$ cat config.mk
export PLATFORM = sky130hd
export DESIGN_NAME = pdmc_ctrl
export DESIGN_NICKNAME = d
export VERILOG_FILES = /design/src/common/pdmc_pkg.sv /design/src/hw/pdmc_parity.sv /design/src/hw/pdmc_ctrl.sv
export SDC_FILE = /design/constraint.sdc
export NUM_CORES = 1
export LEC_CHECK = 0
export BUFFER_PORTS_ARGS = -buffer_cell sky130_fd_sc_hd__buf_4
export CORE_ASPECT_RATIO = 1.75
export CORE_MARGIN = 1
export CORE_UTILIZATION = 35
export CTS_BUF_LIST = sky130_fd_sc_hd__clkbuf_8 sky130_fd_sc_hd__clkbuf_16
export CTS_CLUSTER_DIAMETER = 50
export DETAILED_ROUTE_END_ITERATION = 8
export GPL_TIMING_DRIVEN = 0
export PLACE_DENSITY = 0.62
export SLEW_MARGIN = 10
export SYNTH_ARGS = -nofsm -noshare
export SYNTH_HDL_FRONTEND = slang
export SYNTH_SLANG_ARGS = --single-unit
export TNS_END_PERCENT = 30
$ cat constraint.sdc
create_clock -name core_clk_i -period 2.7 [get_ports core_clk_i]
set_input_delay 0.27 -clock core_clk_i [delete_from_list [all_inputs] [get_ports core_clk_i]]
set_output_delay 0.27 -clock core_clk_i [all_outputs]
set_load 0.01 [all_outputs]
$ cat src/common/pdmc_pkg.sv
// pdmc_pkg: constants for the parity dram / prom memory controller.
// assumes a 250 MHz core clock; all timing counts derive from it.
package pdmc_pkg;
  localparam int CLK_PERIOD_NS = 4;
  localparam int PROM_TOP_ADDR = 16'h0800;     // first address past the prom
  localparam int ROW_BITS = 7;
  localparam int COL_BITS = 7;
  localparam int ROW_LSB = 0;
  localparam int COL_LSB = 7;
  localparam int ROWS = 128;
  localparam logic [7:0] BAD_PARITY_PORT = 8'h71;
  localparam logic [15:0] NMI_VECTOR = 16'h0066;
  // dram timing in ns
  localparam int T_ROW_HOLD_NS = 20;
  localparam int T_RAS_CAS_MAX_NS = 50;
  localparam int T_CAS_LOW_NS = 100;
  localparam int T_PRECHARGE_NS = 100;
  localparam int T_REFRESH_NS = 15600;
  localparam int T_RAS_ONLY_NS = 150;
  // least times round up, longest rounds down, all at least one cycle
  localparam int ROW_HOLD_CYC = (T_ROW_HOLD_NS + CLK_PERIOD_NS - 1) / CLK_PERIOD_NS;
  localparam int RAS_CAS_MAX_CYC = T_RAS_CAS_MAX_NS / CLK_PERIOD_NS;
  localparam int CAS_LOW_CYC = (T_CAS_LOW_NS + CLK_PERIOD_NS - 1) / CLK_PERIOD_NS;
  localparam int PRECHARGE_CYC = (T_PRECHARGE_NS + CLK_PERIOD_NS - 1) / CLK_PERIOD_NS;
  localparam int REFRESH_CYC = T_REFRESH_NS / CLK_PERIOD_NS;
  localparam int RAS_ONLY_CYC = (T_RAS_ONLY_NS + CLK_PERIOD_NS - 1) / CLK_PERIOD_NS;
  localparam int CNT_W = 12;
endpackage : pdmc_pkg

$ cat src/hw/pdmc_parity.sv
`timescale 1ns/1ps
// pdmc_parity: even-parity bit for one byte, with forced-bad option.
// assumes purely combinational use inside the controller.
module pdmc_parity (
  input wire logic [7:0] data_i,
  input wire logic force_bad_i,
  output logic par_o
);
  // odd count of ones gives 1, making nine bits even; forcing sets 1 always
  assign par_o = (^data_i) | force_bad_i;
endmodule : pdmc_parity

$ cat src/hw/pdmc_ctrl.sv
`timescale 1ns/1ps
// pdmc_ctrl: memory subsystem; address decode, prom select, dram ras/cas
// sequencing, refresh, parity generate/check, nmi and host interrupt.
// assumes a single requester port (cpu and dma arbitrated upstream),
// req_i held until ack_o; dram and prom data inputs are asynchronous pins.

module pdmc_ctrl
  import pdmc_pkg::*;
(
  input wire logic core_clk_i,
  input wire logic nrst_i,
  input wire logic req_i,
  input wire logic we_i,
  input wire logic [15:0] addr_i,
  input wire logic [7:0] wdata_i,
  output logic ack_o,
  output logic [7:0] rdata_o,
  input wire logic io_wr_i,
  input wire logic [7:0] io_port_i,
  input wire logic [7:0] io_wdata_i,
  input wire logic nmi_ack_i,
  output logic nmi_n_o,
  output logic [15:0] nmi_vector_o,
  output logic host_irq_o,
  input wire logic host_irq_clr_i,
  output logic [ROW_BITS-1:0] dram_addr_o,
  output logic dram_ras_n_o,
  output logic dram_cas_n_o,
  output logic dram_we_n_o,
  output logic [8:0] dram_d_o,
  input wire logic [8:0] dram_q_i,
  output logic [10:0] prom_addr_o,
  output logic prom_ce_n_o,
  input wire logic [7:0] prom_q_i
);
  typedef enum logic [2:0] {
    PDMC_IDLE, PDMC_ROW, PDMC_CAS, PDMC_PROM, PDMC_REF, PDMC_PRE
  } pdmc_state_t;

  typedef struct packed {
    pdmc_state_t st;
    logic [CNT_W-1:0] cnt;
    logic [CNT_W-1:0] ref_cnt;
    logic ref_due;
    logic [ROW_BITS-1:0] ref_row;
    logic [ROW_BITS-1:0] addr;
    logic ras_n;
    logic cas_n;
    logic we_n;
    logic [8:0] dout;
    logic [7:0] rdata;
    logic ack;
    logic force_bad;
    logic nmi;
    logic irq;
    logic [8:0] q_s1;
    logic [8:0] q_s2;
    logic [7:0] p_s1;
    logic [7:0] p_s2;
  } pdmc_regs_t;

  pdmc_regs_t r, nxt;
  logic wpar;

  pdmc_parity u_par (
    .data_i(wdata_i),
    .force_bad_i(r.force_bad),
    .par_o(wpar)
  );

  always_comb begin
    nxt = r;
    nxt.ack = 1'b0;
    // pin inputs pass two flops before use
    nxt.q_s1 = dram_q_i;
    nxt.q_s2 = r.q_s1;
    nxt.p_s1 = prom_q_i;
    nxt.p_s2 = r.p_s1;
    // bad-parity mode armed by any write to the port; value ignored
    if (io_wr_i && io_port_i == BAD_PARITY_PORT) begin
      nxt.force_bad = 1'b1;
    end
    // refresh timer; due flag set wins against its own clear below
    if (r.ref_cnt == CNT_W'(REFRESH_CYC - 1)) begin
      nxt.ref_cnt = '0;
    end else begin
      nxt.ref_cnt = r.ref_cnt + 1'b1;
    end
    if (nmi_ack_i) begin
      nxt.nmi = 1'b0;
    end
    if (host_irq_clr_i) begin
      nxt.irq = 1'b0;
    end
    case (r.st)
      PDMC_IDLE: begin
        nxt.cnt = '0;
        if (r.ref_due) begin
          // refresh goes ahead of pending accesses so no row starves
          nxt.ref_due = 1'b0;
          nxt.addr = r.ref_row;
          nxt.ras_n = 1'b0;
          nxt.st = PDMC_REF;
        end else if (req_i && addr_i < 16'(PROM_TOP_ADDR)) begin
          nxt.st = PDMC_PROM;
        end else if (req_i) begin
          // row on the lines one cycle before row strobe falls
          nxt.addr = addr_i[ROW_LSB +: ROW_BITS];
          nxt.we_n = ~we_i;
          nxt.dout = {wpar, wdata_i};
          nxt.st = PDMC_ROW;
        end
      end
      PDMC_ROW: begin
        nxt.ras_n = 1'b0;
        nxt.cnt = r.cnt + 1'b1;
        // hold row, then switch to column well inside the ras-to-cas limit
        if (!r.ras_n && r.cnt >= CNT_W'(ROW_HOLD_CYC)) begin
          nxt.addr = addr_i[COL_LSB +: COL_BITS];
          nxt.cas_n = 1'b0;
          nxt.cnt = '0;
          nxt.st = PDMC_CAS;
        end
      end
      PDMC_CAS: begin
        nxt.cnt = r.cnt + 1'b1;
        if (r.cnt == CNT_W'(CAS_LOW_CYC - 1)) begin
          nxt.ras_n = 1'b1;
          nxt.cas_n = 1'b1;
          nxt.we_n = 1'b1;
          nxt.ack = 1'b1;
          nxt.rdata = r.q_s2[7:0];
          // nine-bit even parity: any odd count is an error
          if (r.we_n && (^r.q_s2)) begin
            nxt.nmi = 1'b1;
            nxt.irq = 1'b1;
          end
          nxt.cnt = '0;
          nxt.st = PDMC_PRE;
        end
      end
      PDMC_PROM: begin
        nxt.cnt = r.cnt + 1'b1;
        if (r.cnt == CNT_W'(CAS_LOW_CYC - 1)) begin
          nxt.rdata = r.p_s2;
          nxt.ack = 1'b1;
          nxt.cnt = '0;
          nxt.st = PDMC_PRE;
        end
      end
      PDMC_REF: begin
        nxt.cnt = r.cnt + 1'b1;
        if (r.cnt == CNT_W'(RAS_ONLY_CYC - 1)) begin
          nxt.ras_n = 1'b1;
          nxt.ref_row = r.ref_row + 1'b1;
          nxt.cnt = '0;
          nxt.st = PDMC_PRE;
        end
      end
      PDMC_PRE: begin
        nxt.cnt = r.cnt + 1'b1;
        if (r.cnt == CNT_W'(PRECHARGE_CYC - 1)) begin
          nxt.cnt = '0;
          nxt.st = PDMC_IDLE;
        end
      end
      default: begin
        nxt.st = PDMC_IDLE;
      end
    endcase
    if (r.ref_cnt == CNT_W'(REFRESH_CYC - 1)) begin
      nxt.ref_due = 1'b1;
    end
    if (io_wr_i && io_port_i == BAD_PARITY_PORT) begin
      nxt.force_bad = 1'b1;
    end else if (r.st == PDMC_CAS && nxt.st == PDMC_PRE && !r.we_n) begin
      nxt.force_bad = 1'b0; // one bad write per port write
    end
    if (r.st == PDMC_CAS && nxt.st == PDMC_PRE && r.we_n && (^r.q_s2)) begin
      nxt.nmi = 1'b1;
      nxt.irq = 1'b1;
    end
  end

  always_ff @(posedge core_clk_i or negedge nrst_i) begin
    if (!nrst_i) begin
      r <= '{st: PDMC_IDLE, ras_n: 1'b1, cas_n: 1'b1, we_n: 1'b1, default: '0};
    end else begin
      r <= nxt;
    end
  end

  assign ack_o = r.ack;
  assign rdata_o = r.rdata;
  assign nmi_n_o = ~r.nmi;
  assign nmi_vector_o = NMI_VECTOR;
  assign host_irq_o = r.irq;
  assign dram_addr_o = r.addr;
  assign dram_ras_n_o = r.ras_n;
  assign dram_cas_n_o = r.cas_n;
  assign dram_we_n_o = r.we_n;
  assign dram_d_o = r.dout;
  assign prom_addr_o = addr_i[10:0];
  assign prom_ce_n_o = (r.st != PDMC_PROM);
endmodule : pdmc_ctrl

[Word level (Yosys, flattened, before mapping)]
Cells that the tools add are included.
Widths: inputs -> output; s select.
Cells by class
  reduce and logical (&&, ||, !) cells: 29
  bitwise gates (word level): 5
  muxes and demuxes: 38
  eq/ne operators: 21
  shift-type cells: 0
  multiply operators: 0
  add/subtract/negate cells: 3
  div/mod/pow operators: 0
  $lt $le $gt $ge: 2
Operator list (count)
  $mux 15: 4
  $pmux 12 s5: 1
  $mux 10: 3
  $mux 7: 4
  $add 12x1->12 const B: 2
  $mux 9: 2
  $pmux 9 s2: 1
  $lt 16x12->1 const B: 1
  $ne 2x2->1 const B: 8
  $pmux 3 s5: 1
  $pmux 7 s2: 1
  $eq 12x12->1 const B: 1
  $eq 12x5->1 const B: 1
  $eq 12x6->1 const B: 1
  $ge 12x3->1 const B: 1
  $mux 12: 1
  $mux 3: 4
  $reduce_and 4->1: 3
  $reduce_bool 2->1: 6
  $eq 3x3->1 const B: 3
  $mux 1: 9
  $reduce_xor 9->1: 1
  $eq 8x7->1 const B: 1
  $logic_and 1x1->1: 8
  other kinds (19): 30
Storage, ports and cells
  bits in read-only memories: 0
  bits of input ports: 64
  RAM bits: 0
  bits in latches: 0
  memories kept: 0
  register bits: 100

[Longest topological paths before layout]
Gate-level depths: netlist (run 1).
  word-level depth: 10
  mapped depth: 9

[Hierarchy]
From an unflattened synthesis (run 1), not the netlist that was laid out.
Second synthesis, totals
  cell total of the unflattened synthesis: 428
  area, all modules: 4680.7 um^2
Modules (own cells, without submodules)
  pdmc_ctrl: times used 1, cells each 420, area each 4613.2 um^2, sequential area each 2506.2 um^2
  pdmc_parity: times used 1, cells each 8, area each 67.6 um^2, sequential area each 0.0 um^2

[Least setup slack after synthesis (run 1)]
Ideal clock, no wire load.
  kind: register -> register
  start: register r[94] (netlist bit)
  end: register r[88] (netlist bit)
  data arrival time: 1884 ps
  cell stages (with the launch flop): 6
  required time: 2574 ps
  clock period less this slack: 2010 ps
  slack: 690 ps
  buffers on the path: 0
  path through: dfrtp_1 > nor4_4 > nand4_4 > a221oi_4 > nand3_2 > a221o_1
On the way
  word-level cells in the longest chain between the ends: 4
  elaborated cells between the ends (all ways): 9
  classes of those cells: order compare: 1; eq/ne: 2; mux: 5; reduce/logical: 1
Ends and longest elaborated chain
  from (decl): line pdmc_ctrl.sv:62  | pdmc_regs_t r, nxt;
  from (signal assigned): line pdmc_ctrl.sv:189  | r <= nxt;
  $ge 12x3->1: line pdmc_ctrl.sv:118  | if (!r.ras_n && r.cnt >= CNT_W'(ROW_HOLD_CYC)) begin
  $logic_and 1x1->1: line pdmc_ctrl.sv:118
  $mux 15: line pdmc_ctrl.sv:118
  $pmux 12 s5 *: line pdmc_ctrl.sv:95  | case (r.st)
Every way passes the cells marked *; elsewhere a longest branch is shown, timed or not.
A chain may end at the register's enable or synchronous reset.

[Worst setup path in the final report (run 1)]
  start: register r[97] (netlist bit)
  end: output prom_ce_n_o
On the way
  word-level cells in the longest chain between the ends: 1
Ends and longest elaborated chain
  $ne 3x2->1: line pdmc_ctrl.sv:204  | assign prom_ce_n_o = (r.st != PDMC_PROM);
  to (decl): line pdmc_ctrl.sv:33  | output logic prom_ce_n_o,
No other way between the ends.

==> metrics.md, run 1 <==
| Metric | Value |
|---|---|
| Outcome | finished clean |
| Largest net degree at the start of global routing | 101 |
| Most frequent cells in the layout | buf_4, dfrtp_1, nand2_1 |
| WL/cell | 14.3 um |
| Crit path from | r[97] |
| Total CTS buffers | 9 |
| First-pass GRT wire length | 17.2 mm |
| Fraction of synthesized cell area in xor and xnor cells | 5.88% |
| Seq/Total Area, Yosys | 51.7% |
| Synth Warn # | 0 |
| Finished Layout Cells | 746 |
| Vias/cell | 4.79 |
| Initial antenna violation count | 0 |
| Hold Path Class | in2reg |
| Bufs on Longest Clock Path | 2 |
| Most common cell after layout, fill and taps aside | buf_4 |
| Mapped Avg Cell Area | 10.9 um^2 |
| Port buffer count | 97 |
| CTS root buf | clkbuf_16 |
| H-tree depth | 3 |
| PD cells | 498 mW/mm^2 |
| Initial DRT Pass Iterations | 4 |
| Total power draw | 3.09 mW |
| Headroom to the max-slew limit | 52.0% |
| CP endpoint kind | output pin |
| Main combinational cell family by area after synthesis | simple AND/OR/NAND/NOR gates |
| Number of DRC violations after detailed-routing iteration 0 | 208 |
| Final Slew Violations | 0 |
| DR DRC count | 0 |
| Crit path cell chain | buf_2 -> buf_1 -> clkbuf_1 -> nand2_1 -> buf_4 |
| Dpl ws | 0.264 ns |
| RSZ-0062 raised after global routing | false |
| Final worst-path cycle share | 94.2% |
| Fmax | 393 MHz |
| GRT overflow | 0 |
| Crit path arrival time | 2.27 ns |
| Tot GR Track Use | 15.3% |
| CP max-delay cell | clkbuf_1 |
| Clock transition at path regs | 0.07 ns |
| Post-Synth Adder-Cell Area | 1.29% |
| Vias in the first global route | 3713 |
| Die H | 158 um |
| Worst Tran Pin Value | 0.711 ns |
| Synth cell types | 62 |
| Synth Area in Simple Gates | 13.5% |
| Proportion of synthesized area in mux cells | 7.23% |
| Initial Utilization | 36.0% |
| Post-Syn Instances | 443 |
| Crit-path max cell delay | 0.54 ns |
| Gpl congestion | 0.854 |
| Max-Cap Viols | 0 |
| Chip Width | 91.0 um |
| Clock Latency Late Sink | 0.35 ns |
| Post-Syn Area | 0.00485 mm^2 |
| Final Critical Period | 2.54 ns |
| CP Max Fanout | 10 |
| Data required, critical path | 2.43 ns |
| Std-Cell Rows | 56 |
| CP Launch Type | register |
| Via count | 3577 |
| Placeable Area | 0.0135 mm^2 |
| Worst VDD drop | 304 uV |
| Dpl hpwl | 8.10 mm |
| Fin Setup TNS | 0 ns |
| EDFF count, synth | 0 |
| Share of post-route cells with drive strength above 1 | 35.5% |
| R2r startpoint | r[94] |
| DP Cell Count | 728 |
| Synth async-reset ratio | 100% |
| Synth Area in Compound Gates | 10.1% |
| Final setup fails | 0 |
| Final hold vios | 0 |
| Dominant synthesized flop cell | dfrtp_1 |
| Hold_sp | prom_q_i[5] |
| R2R setup slack | 0.25 ns |
| CTS sink cnt | 100 |
| Ant diodes | 0 |
| Total Wirelength | 10.7 mm |
| Layout net count | 636 |
| Register bit total from synthesis | 100 |
| Kind of critical path | reg2out |
| Postcts setup bufs | 0 |
| Post-CTS Resized | 0 |
| IO Count | 122 |
| Area delta synth->final | 27.9% |
| Post-route worst setup slack | 0.157 ns |
| DRT antenna net count | 0 |
| CTS tree | built |
| Total Die Area | 0.0143 mm^2 |
| Static Leak | 2.99 nW |
| Clock Skew | 0.0105 ns |
[critical path, delay by kind of cell, from the launching register on]
family	cells	cell delay, ns
buffers and inverters	4	1.43
and+or+nand+nor	1	0.17
DFF	1	0.32
[final cells by class]
class                      instances  area (um^2)
fill                            1304         7250
sequential                       100         2510
multi-input combinational        278         1900
timing repair buffer              99          769
buffer                            68          450
clock buffer                       9          225
tap                              174          218
clock inverter                     7         86.3
inverter                          11         41.3
[per-stage QoR]
stage / area [um^2] / hold slack [ns] / utilization, %
final: 6200 / 0.0262 / 46.1
after global routing: 6200 / 0.00819 / 46.1
after CTS: 6160 / 0.0127 / 45.8
after detailed placement: 5850 / 0.335 / 43.5
after global placement: 5850 / 0.332 / 43.5
after floorplan: 4900 / -0.0256 / -
[where the power goes]
group	internal (mW)	leakage [nW]	switching, mW
Clock	0.669	0.153	0.633
Sequential	1.53	1.25	0.0128
Combinational	0.141	1.59	0.101
[synth_stat cells, drive strengths merged (2+ instances only)]
library cell,number,area share [%]
nor4,4,0.83
a221oi,2,0.72
inv,11,0.85
nor2,29,2.2
or2,2,0.26
nand4,13,2.0
a32oi,2,0.36
o311ai,2,0.72
ha,5,1.3
nand3,17,1.9
buf,56,8.4
o21ai,32,3.3
conb,2,0.15
o32ai,2,0.36
xor2,8,1.4
nand2,33,2.6
nor3,5,0.62
and2,5,0.65
dfstp,3,1.6
o31ai,3,0.46
xnor2,22,4.0
dfrtp,97,50
mux2,16,3.7
a31oi,2,0.26
and3,4,0.54
o22ai,2,0.26
o2bb2ai,2,0.36
a21o,4,0.65
nor2b,3,0.39
a21oi,6,0.62
nand2b,3,0.39
mux2i,17,3.5
clkbuf,12,0.93
[final timing paths]
| check | cells past startpoint | end |
|---|---|---|
| setup / recovery | 5 | prom_ce_n_o |
| hold / removal | 1 | nxt[5] |
| setup reg to reg | 5 | r[88] |
| hold reg to reg | 0 | r[2] |
| max in group asynchronous | 3 | dram_ras_n_o |
| min in group asynchronous | 2 | nxt[22] |
[flip-flops by register name, summed over array words and instances, names as in the netlist]
| signal | cells |
|---|---|
| dram_d_o | 9 |
| ack_o | 1 |
| nxt | 17 |
| rdata_o | 8 |
| r | 54 |
| dram_we_n_o | 1 |
| dram_addr_o | 7 |
| dram_ras_n_o | 1 |
| dram_cas_n_o | 1 |
| host_irq_o | 1 |
[metal layers]
layer / share of wire (%) / track usage (%) / routed length [um]
met5: 0 / 0 / 0
met4: 3.1 / 8.31 / 332
met3: 3.0 / 2.26 / 317
met2: 59 / 30.0 / 6280
met1: 35 / 15.2 / 3780
[cell families (layout without fill, tap and decap cells)]
logic type / count (synthesis) / in the layout
flops: 100 / 100
other cells: 2 / 16
buf+inv: 79 / 194
fa+ha+maj: 5 / 5
simple gates: 124 / 124
xor+xnor: 31 / 31
compound gates: 69 / 69
mux: 33 / 33
[repair_timing]
| item | 4_1_cts | 5_1_grt |
|---|---|---|
| endpoints found under the hold margin | 0 | 6 |
| endpoints found under the setup margin | 0 | 0 |
| hold buffers | 0 | 1 |
No activity file was read; power rests on OpenSTA's default activity.
==> inputs of run 2 (changes only) <==
==> constraint.sdc (replaced) <==
create_clock -name core_clk_i -period 2.7 [get_ports core_clk_i]
set_input_delay 0.675 -clock core_clk_i [delete_from_list [all_inputs] [get_ports core_clk_i]]
set_output_delay 0.675 -clock core_clk_i [all_outputs]
set_load 0.01 [all_outputs]
==> run 2 against run 1 <==
  * Die area unchanged
  * Final area fell by 0.20%
  * Power hardly changed
  * Non-clock buffer count fell by 2
  * First-iteration DRC count increased by 11%
  * Routed wire length decreased by 0.37%
  * Global-route usage hardly changed
  * Cell count shrank 0.27%
==> metrics.md, run 2 (synthesized netlist as in run 1, its figures left out) <==
| Metric | Value |
|---|---|
| Die H | 158 um |
| Worst Tran Pin Value | 0.718 ns |
| Vias in the first global route | 3706 |
| CP max-delay cell | nor4_4 |
| Std-Cell Rows | 56 |
| Total Die Area | 0.0143 mm^2 |
| Initial Utilization | 36.0% |
| Placeable Area | 0.0135 mm^2 |
| Most frequent cells in the layout | buf_4, dfrtp_1, nand2_1 |
| Clock Skew | 0.0115 ns |
| Ant diodes | 0 |
| H-tree depth | 3 |
| Share of post-route cells with drive strength above 1 | 35.8% |
| DR DRC count | 0 |
| Tot GR Track Use | 15.3% |
| R2R setup slack | 0.27 ns |
| Crit-path max cell delay | 0.63 ns |
| Via count | 3552 |
| Fin Setup TNS | 0 ns |
| Bufs on Longest Clock Path | 2 |
| Clock Latency Late Sink | 0.35 ns |
| Crit path cell chain | nor4_4 -> nand4_4 -> a221oi_4 -> nand3_2 -> a221o_1 |
| Port buffer count | 97 |
| First-pass GRT wire length | 17.2 mm |
| Area delta synth->final | 27.6% |
| CP Launch Type | register |
| Worst Reg-to-Reg Cells | 5 |
| Hold Slack | 0.110 ns |
| Total CTS buffers | 9 |
| Chip Width | 91.0 um |
| Dpl ws | 0.0801 ns |
| IO Count | 122 |
| Final hold vios | 0 |
| Placed Area | 0.00585 mm^2 |
| CP Max Fanout | 9 |
| Max-Cap Viols | 0 |
| Post-route worst setup slack | 0.267 ns |
| Number of DRC violations after detailed-routing iteration 0 | 230 |
| Crit path arrival time | 2.67 ns |
| Final Slew Violations | 0 |
| # fillers | 1305 |
| Post-route cell area | 0.00619 mm^2 |
| Fmax | 411 MHz |
| Finished Layout Cells | 744 |
| RSZ-0062 raised after global routing | false |
| Max reg flops | 54 |
| WL/cell | 14.3 um |
| Dpl hpwl | 8.10 mm |
| CP endpoint kind | register |
| Postcts setup bufs | 0 |
| Reg with most FFs | r |
| Final setup fails | 0 |
| Static Leak | 2.99 nW |
| DP Cell Count | 728 |
| Worst VDD drop | 304 uV |
| Largest net degree at the start of global routing | 101 |
| DRT antenna net count | 0 |
| Hold Path Class | in2async |
| Outcome | finished clean |
| CTS tree | built |
| Final Critical Period | 2.43 ns |
| Gpl congestion | 0.854 |
| Layout net count | 634 |
| Most common cell after layout, fill and taps aside | buf_4 |
| PD cells | 498 mW/mm^2 |
| Data required, critical path | 2.93 ns |
| CTS root buf | clkbuf_16 |
| Kind of critical path | reg2reg |
| CTS sink cnt | 100 |
| Vias/cell | 4.77 |
| Headroom to the max-slew limit | 51.5% |
| Clock transition at path regs | 0.08 ns |
| GRT overflow | 0 |
| Total Wirelength | 10.7 mm |
| Initial DRT Pass Iterations | 4 |
| Initial antenna violation count | 0 |
| Final worst-path cycle share | 90.1% |
run 2: changes by cell type in the layout (fill, tap and decap cells not counted):
cell and change:
clkbuf_2 +1, clkbuf_1 -1, buf_1 -1, dlygate4sd3_1 -1
run 2: timing repair:
item                                    in CTS  in global routing
hold buffers                                 0                  0
gates resized for setup                      1                  0
endpoints found under the setup margin       1                  0
run 2: path summary, 6_finish.rpt:
kind | startpoint | endpoint
worst max-delay path | r[94] | r[88]
worst min-delay path | nrst_i | nxt[22]
worst max register to register | r[94] | r[88]
worst min register to register | nxt[2] | r[2]
max in group asynchronous | nrst_i | dram_ras_n_o
min in group core_clk_i | nxt[2] | r[2]
run 2: area by class of cell:
class / instances / area, um^2 / share of cell area, %
Inverter: 11 / 41.3 / 0.667
Multi-Input combinational cell: 278 / 1900 / 30.8
Clock buffer: 9 / 225 / 3.64
Timing Repair Buffer: 98 / 759 / 12.3
Sequential cell: 100 / 2510 / 40.5
Tap cell: 174 / 218 / 3.52
Clock inverter: 7 / 86.3 / 1.40
Buffer: 67 / 448 / 7.24
run 2: where the power goes:
group	switching [mW]	internal, mW
Sequential	0.0128	1.53
Combinational	0.100	0.140
Clock	0.633	0.669
run 2: layer usage:
metal | global-route usage [%] | vias up | wire length [um]
met4 | 8.39 | 0 | 292
met1 | 15.2 | 1724 | 3740
met5 | 0 | - | 0
met3 | 2.26 | 22 | 334
met2 | 29.9 | 81 | 6300
li1 | - | 1725 | -
run 2: worst max-delay path, delay by kind of cell, from the launching register on:
kind	cells	cell delay, ns
DFF	1	0.45
and+or+nand+nor	3	1.05
AOI/OAI and AO/OA	2	0.82
run 2: metrics by stage:
stage               total power [mW]  utilization (%)
floorplan                       1.68                -
global placement                1.81             43.5
detailed placement              1.81             43.5
CTS                             3.12             45.8
global route                    3.21             46.0
finish                          3.08             46.0
==> inputs of run 3 (changes only) <==
--- a/config.mk
+++ b/config.mk
@@ -13,2 +13,3 @@
 export CTS_CLUSTER_DIAMETER = 50
+export CTS_CLUSTER_SIZE = 12
 export DETAILED_ROUTE_END_ITERATION = 8
==> constraint.sdc (replaced) <==
create_clock -name core_clk_i -period 2.7 [get_ports core_clk_i]
set_input_delay 0.405 -clock core_clk_i [delete_from_list [all_inputs] [get_ports core_clk_i]]
set_output_delay 0.405 -clock core_clk_i [all_outputs]
set_load 0.01 [all_outputs]
==> run 3 against run 2 <==
  * Die area unchanged
  * Clock power about the same
  * Utilization up 0.10 points
  * Sequential power about the same
  * First-iteration DRC count down 9.6%
  * Clock skew down 0.0010 ns
  * Largest cell class unchanged
  * Highest routed layer unchanged
==> metrics.md, run 3 (synthesized netlist as in run 1, its figures left out) <==
| Metric | Value |
|---|---|
| Share of post-route cells with drive strength above 1 | 35.7% |
| Most frequent cells in the layout | buf_4, dfrtp_1, nand2_1 |
| Total Die Area | 0.0143 mm^2 |
| Final Slew Violations | 0 |
| CTS sink cnt | 100 |
| Reg with most FFs | r |
| Total power draw | 3.09 mW |
| Crit path arrival time | 2.06 ns |
| Combinational power share | 7.8% |
| H-tree depth | 3 |
| PD cells | 498 mW/mm^2 |
| Hold Slack | 0.161 ns |
| Total CTS buffers | 9 |
| Hold_sp | prom_q_i[5] |
| Part of the power in registers | 49.9% |
| Ant diodes | 0 |
| Hold path cells | 1 |
| Data required, critical path | 2.30 ns |
| GRT overflow | 0 |
| Gpl congestion | 0.854 |
| Clock transition at path regs | 0.07 ns |
| Worst Reg-to-Reg Cells | 5 |
| # fillers | 1305 |
| Fmax | 406 MHz |
| Layout net count | 636 |
| Std-Cell Rows | 56 |
| Total Wirelength | 10.7 mm |
| NetSw | 0.748 mW |
| RSZ-0062 raised after global routing | false |
| Outcome | finished clean |
| Max-Cap Viols | 0 |
| Die H | 158 um |
| Worst Hold Path EP | nxt[5] |
| CTS tree | built |
| Chip Width | 91.0 um |
| Number of DRC violations after detailed-routing iteration 0 | 208 |
| Initial antenna violation count | 0 |
| First-pass GRT wire length | 17.2 mm |
| Final worst-path cycle share | 91.2% |
| Largest net degree at the start of global routing | 101 |
| Bufs on Longest Clock Path | 2 |
| CP Launch Type | register |
| Clock Skew | 0.0105 ns |
| Port buffer count | 97 |
| Cell-internal power | 2.34 mW |
| CP endpoint kind | output pin |
| Clock power share | 42.2% |
| DR DRC count | 0 |
| IO Count | 122 |
| Vias in the first global route | 3713 |
| Kind of critical path | reg2out |
| Static Leak | 2.99 nW |
| WL/cell | 14.3 um |
| Tot GR Track Use | 15.3% |
| Hold Path Class | in2reg |
| Reg2reg end | r[88] |
| Vias/cell | 4.79 |
| Final setup fails | 0 |
| Final hold vios | 0 |
| CP Max Fanout | 10 |
| Area delta synth->final | 27.9% |
| Initial DRT Pass Iterations | 4 |
| Clock Latency Late Sink | 0.35 ns |
| Switch share | 24.2% |
| R2R setup slack | 0.26 ns |
| Max reg flops | 54 |
| Final Critical Period | 2.46 ns |
| Fin Setup TNS | 0 ns |
| Via count | 3575 |
| DRT antenna net count | 0 |
| Worst VDD drop | 304 uV |
| Dpl hpwl | 8.10 mm |
| Placeable Area | 0.0135 mm^2 |
| Worst Tran Pin Value | 0.712 ns |
| CTS root buf | clkbuf_16 |
| Initial Utilization | 36.0% |
| Most common cell after layout, fill and taps aside | buf_4 |
| R2r startpoint | r[94] |
| Headroom to the max-slew limit | 51.9% |
[run 3: cell count changes in the layout (fill, tap and decap cells not counted), sizes merged]
cell,change
buf,+1
dlygate4sd3,+1
[run 3: through the flow]
step	cells	worst slack (ns)	cell area, um^2	util, %
6_report	746	0.238	6200	46.1
5_1_grt	746	0.108	6200	46.1
4_1_cts	744	0.184	6160	45.8
3_5_place_dp	728	0.264	5850	43.5
3_3_place_gp	728	0.343	5850	43.5
2_1_floorplan	457	0.690	4900	-
[run 3: worst max-delay path by stage]
stage / from / endpoint
after floorplan: r[94] / r[88]
after global placement: r[94] / r[88]
after detailed placement: r[94] / r[88]
after CTS: r[97] / prom_ce_n_o
after global routing: r[97] / prom_ce_n_o
final: r[97] / prom_ce_n_o
[run 3: routing by layer]
| metal | wire (um) | share of wire [%] | GRT usage [%] | vias up |
|---|---|---|---|---|
| li1 | - | - | - | 1727 |
| met1 | 3780 | 35 | 15.2 | 1738 |
| met2 | 6280 | 59 | 30.0 | 84 |
| met3 | 317 | 3.0 | 2.26 | 26 |
| met4 | 332 | 3.1 | 8.31 | 0 |
| met5 | 0 | 0 | 0 | - |
[run 3: worst max-delay path: stages (launching register included)]
cell	delay, ns
dfrtp_1	0.32
buf_2	0.21
buf_1	0.49
clkbuf_2	0.39
nand2_1	0.13
buf_4	0.17
[run 3: final cells by class]
type | count | area (um^2) | share of cell area (%)
inverters | 11 | 41.3 | 0.666
well taps | 174 | 218 | 3.51
clock buffers | 9 | 225 | 3.63
repair buffers | 99 | 769 | 12.4
multi-input cells | 278 | 1900 | 30.7
plain buffers | 68 | 452 | 7.28
flip-flops and latches | 100 | 2510 | 40.4
clock inverters | 7 | 86.3 | 1.39
[run 3: power groups by stage]
| stage | Combinational, mW | Sequential, mW | Clock [mW] |
|---|---|---|---|
| 3_5_place_dp | 0.239 | 1.57 | 0 |
| 2_1_floorplan | 0.109 | 1.57 | 0 |
| 3_3_place_gp | 0.236 | 1.57 | 0 |
| 5_1_grt | 0.265 | 1.54 | 1.40 |
| 6_report | 0.242 | 1.54 | 1.30 |
| 4_1_cts | 0.240 | 1.54 | 1.34 |
[run 3: timing repair]
item,4_1_cts,5_1_grt
endpoints found under the setup margin,1,0
buffers inserted,0,0
resized for setup,1,0
hold buffers,0,1
endpoints found under the hold margin,0,6
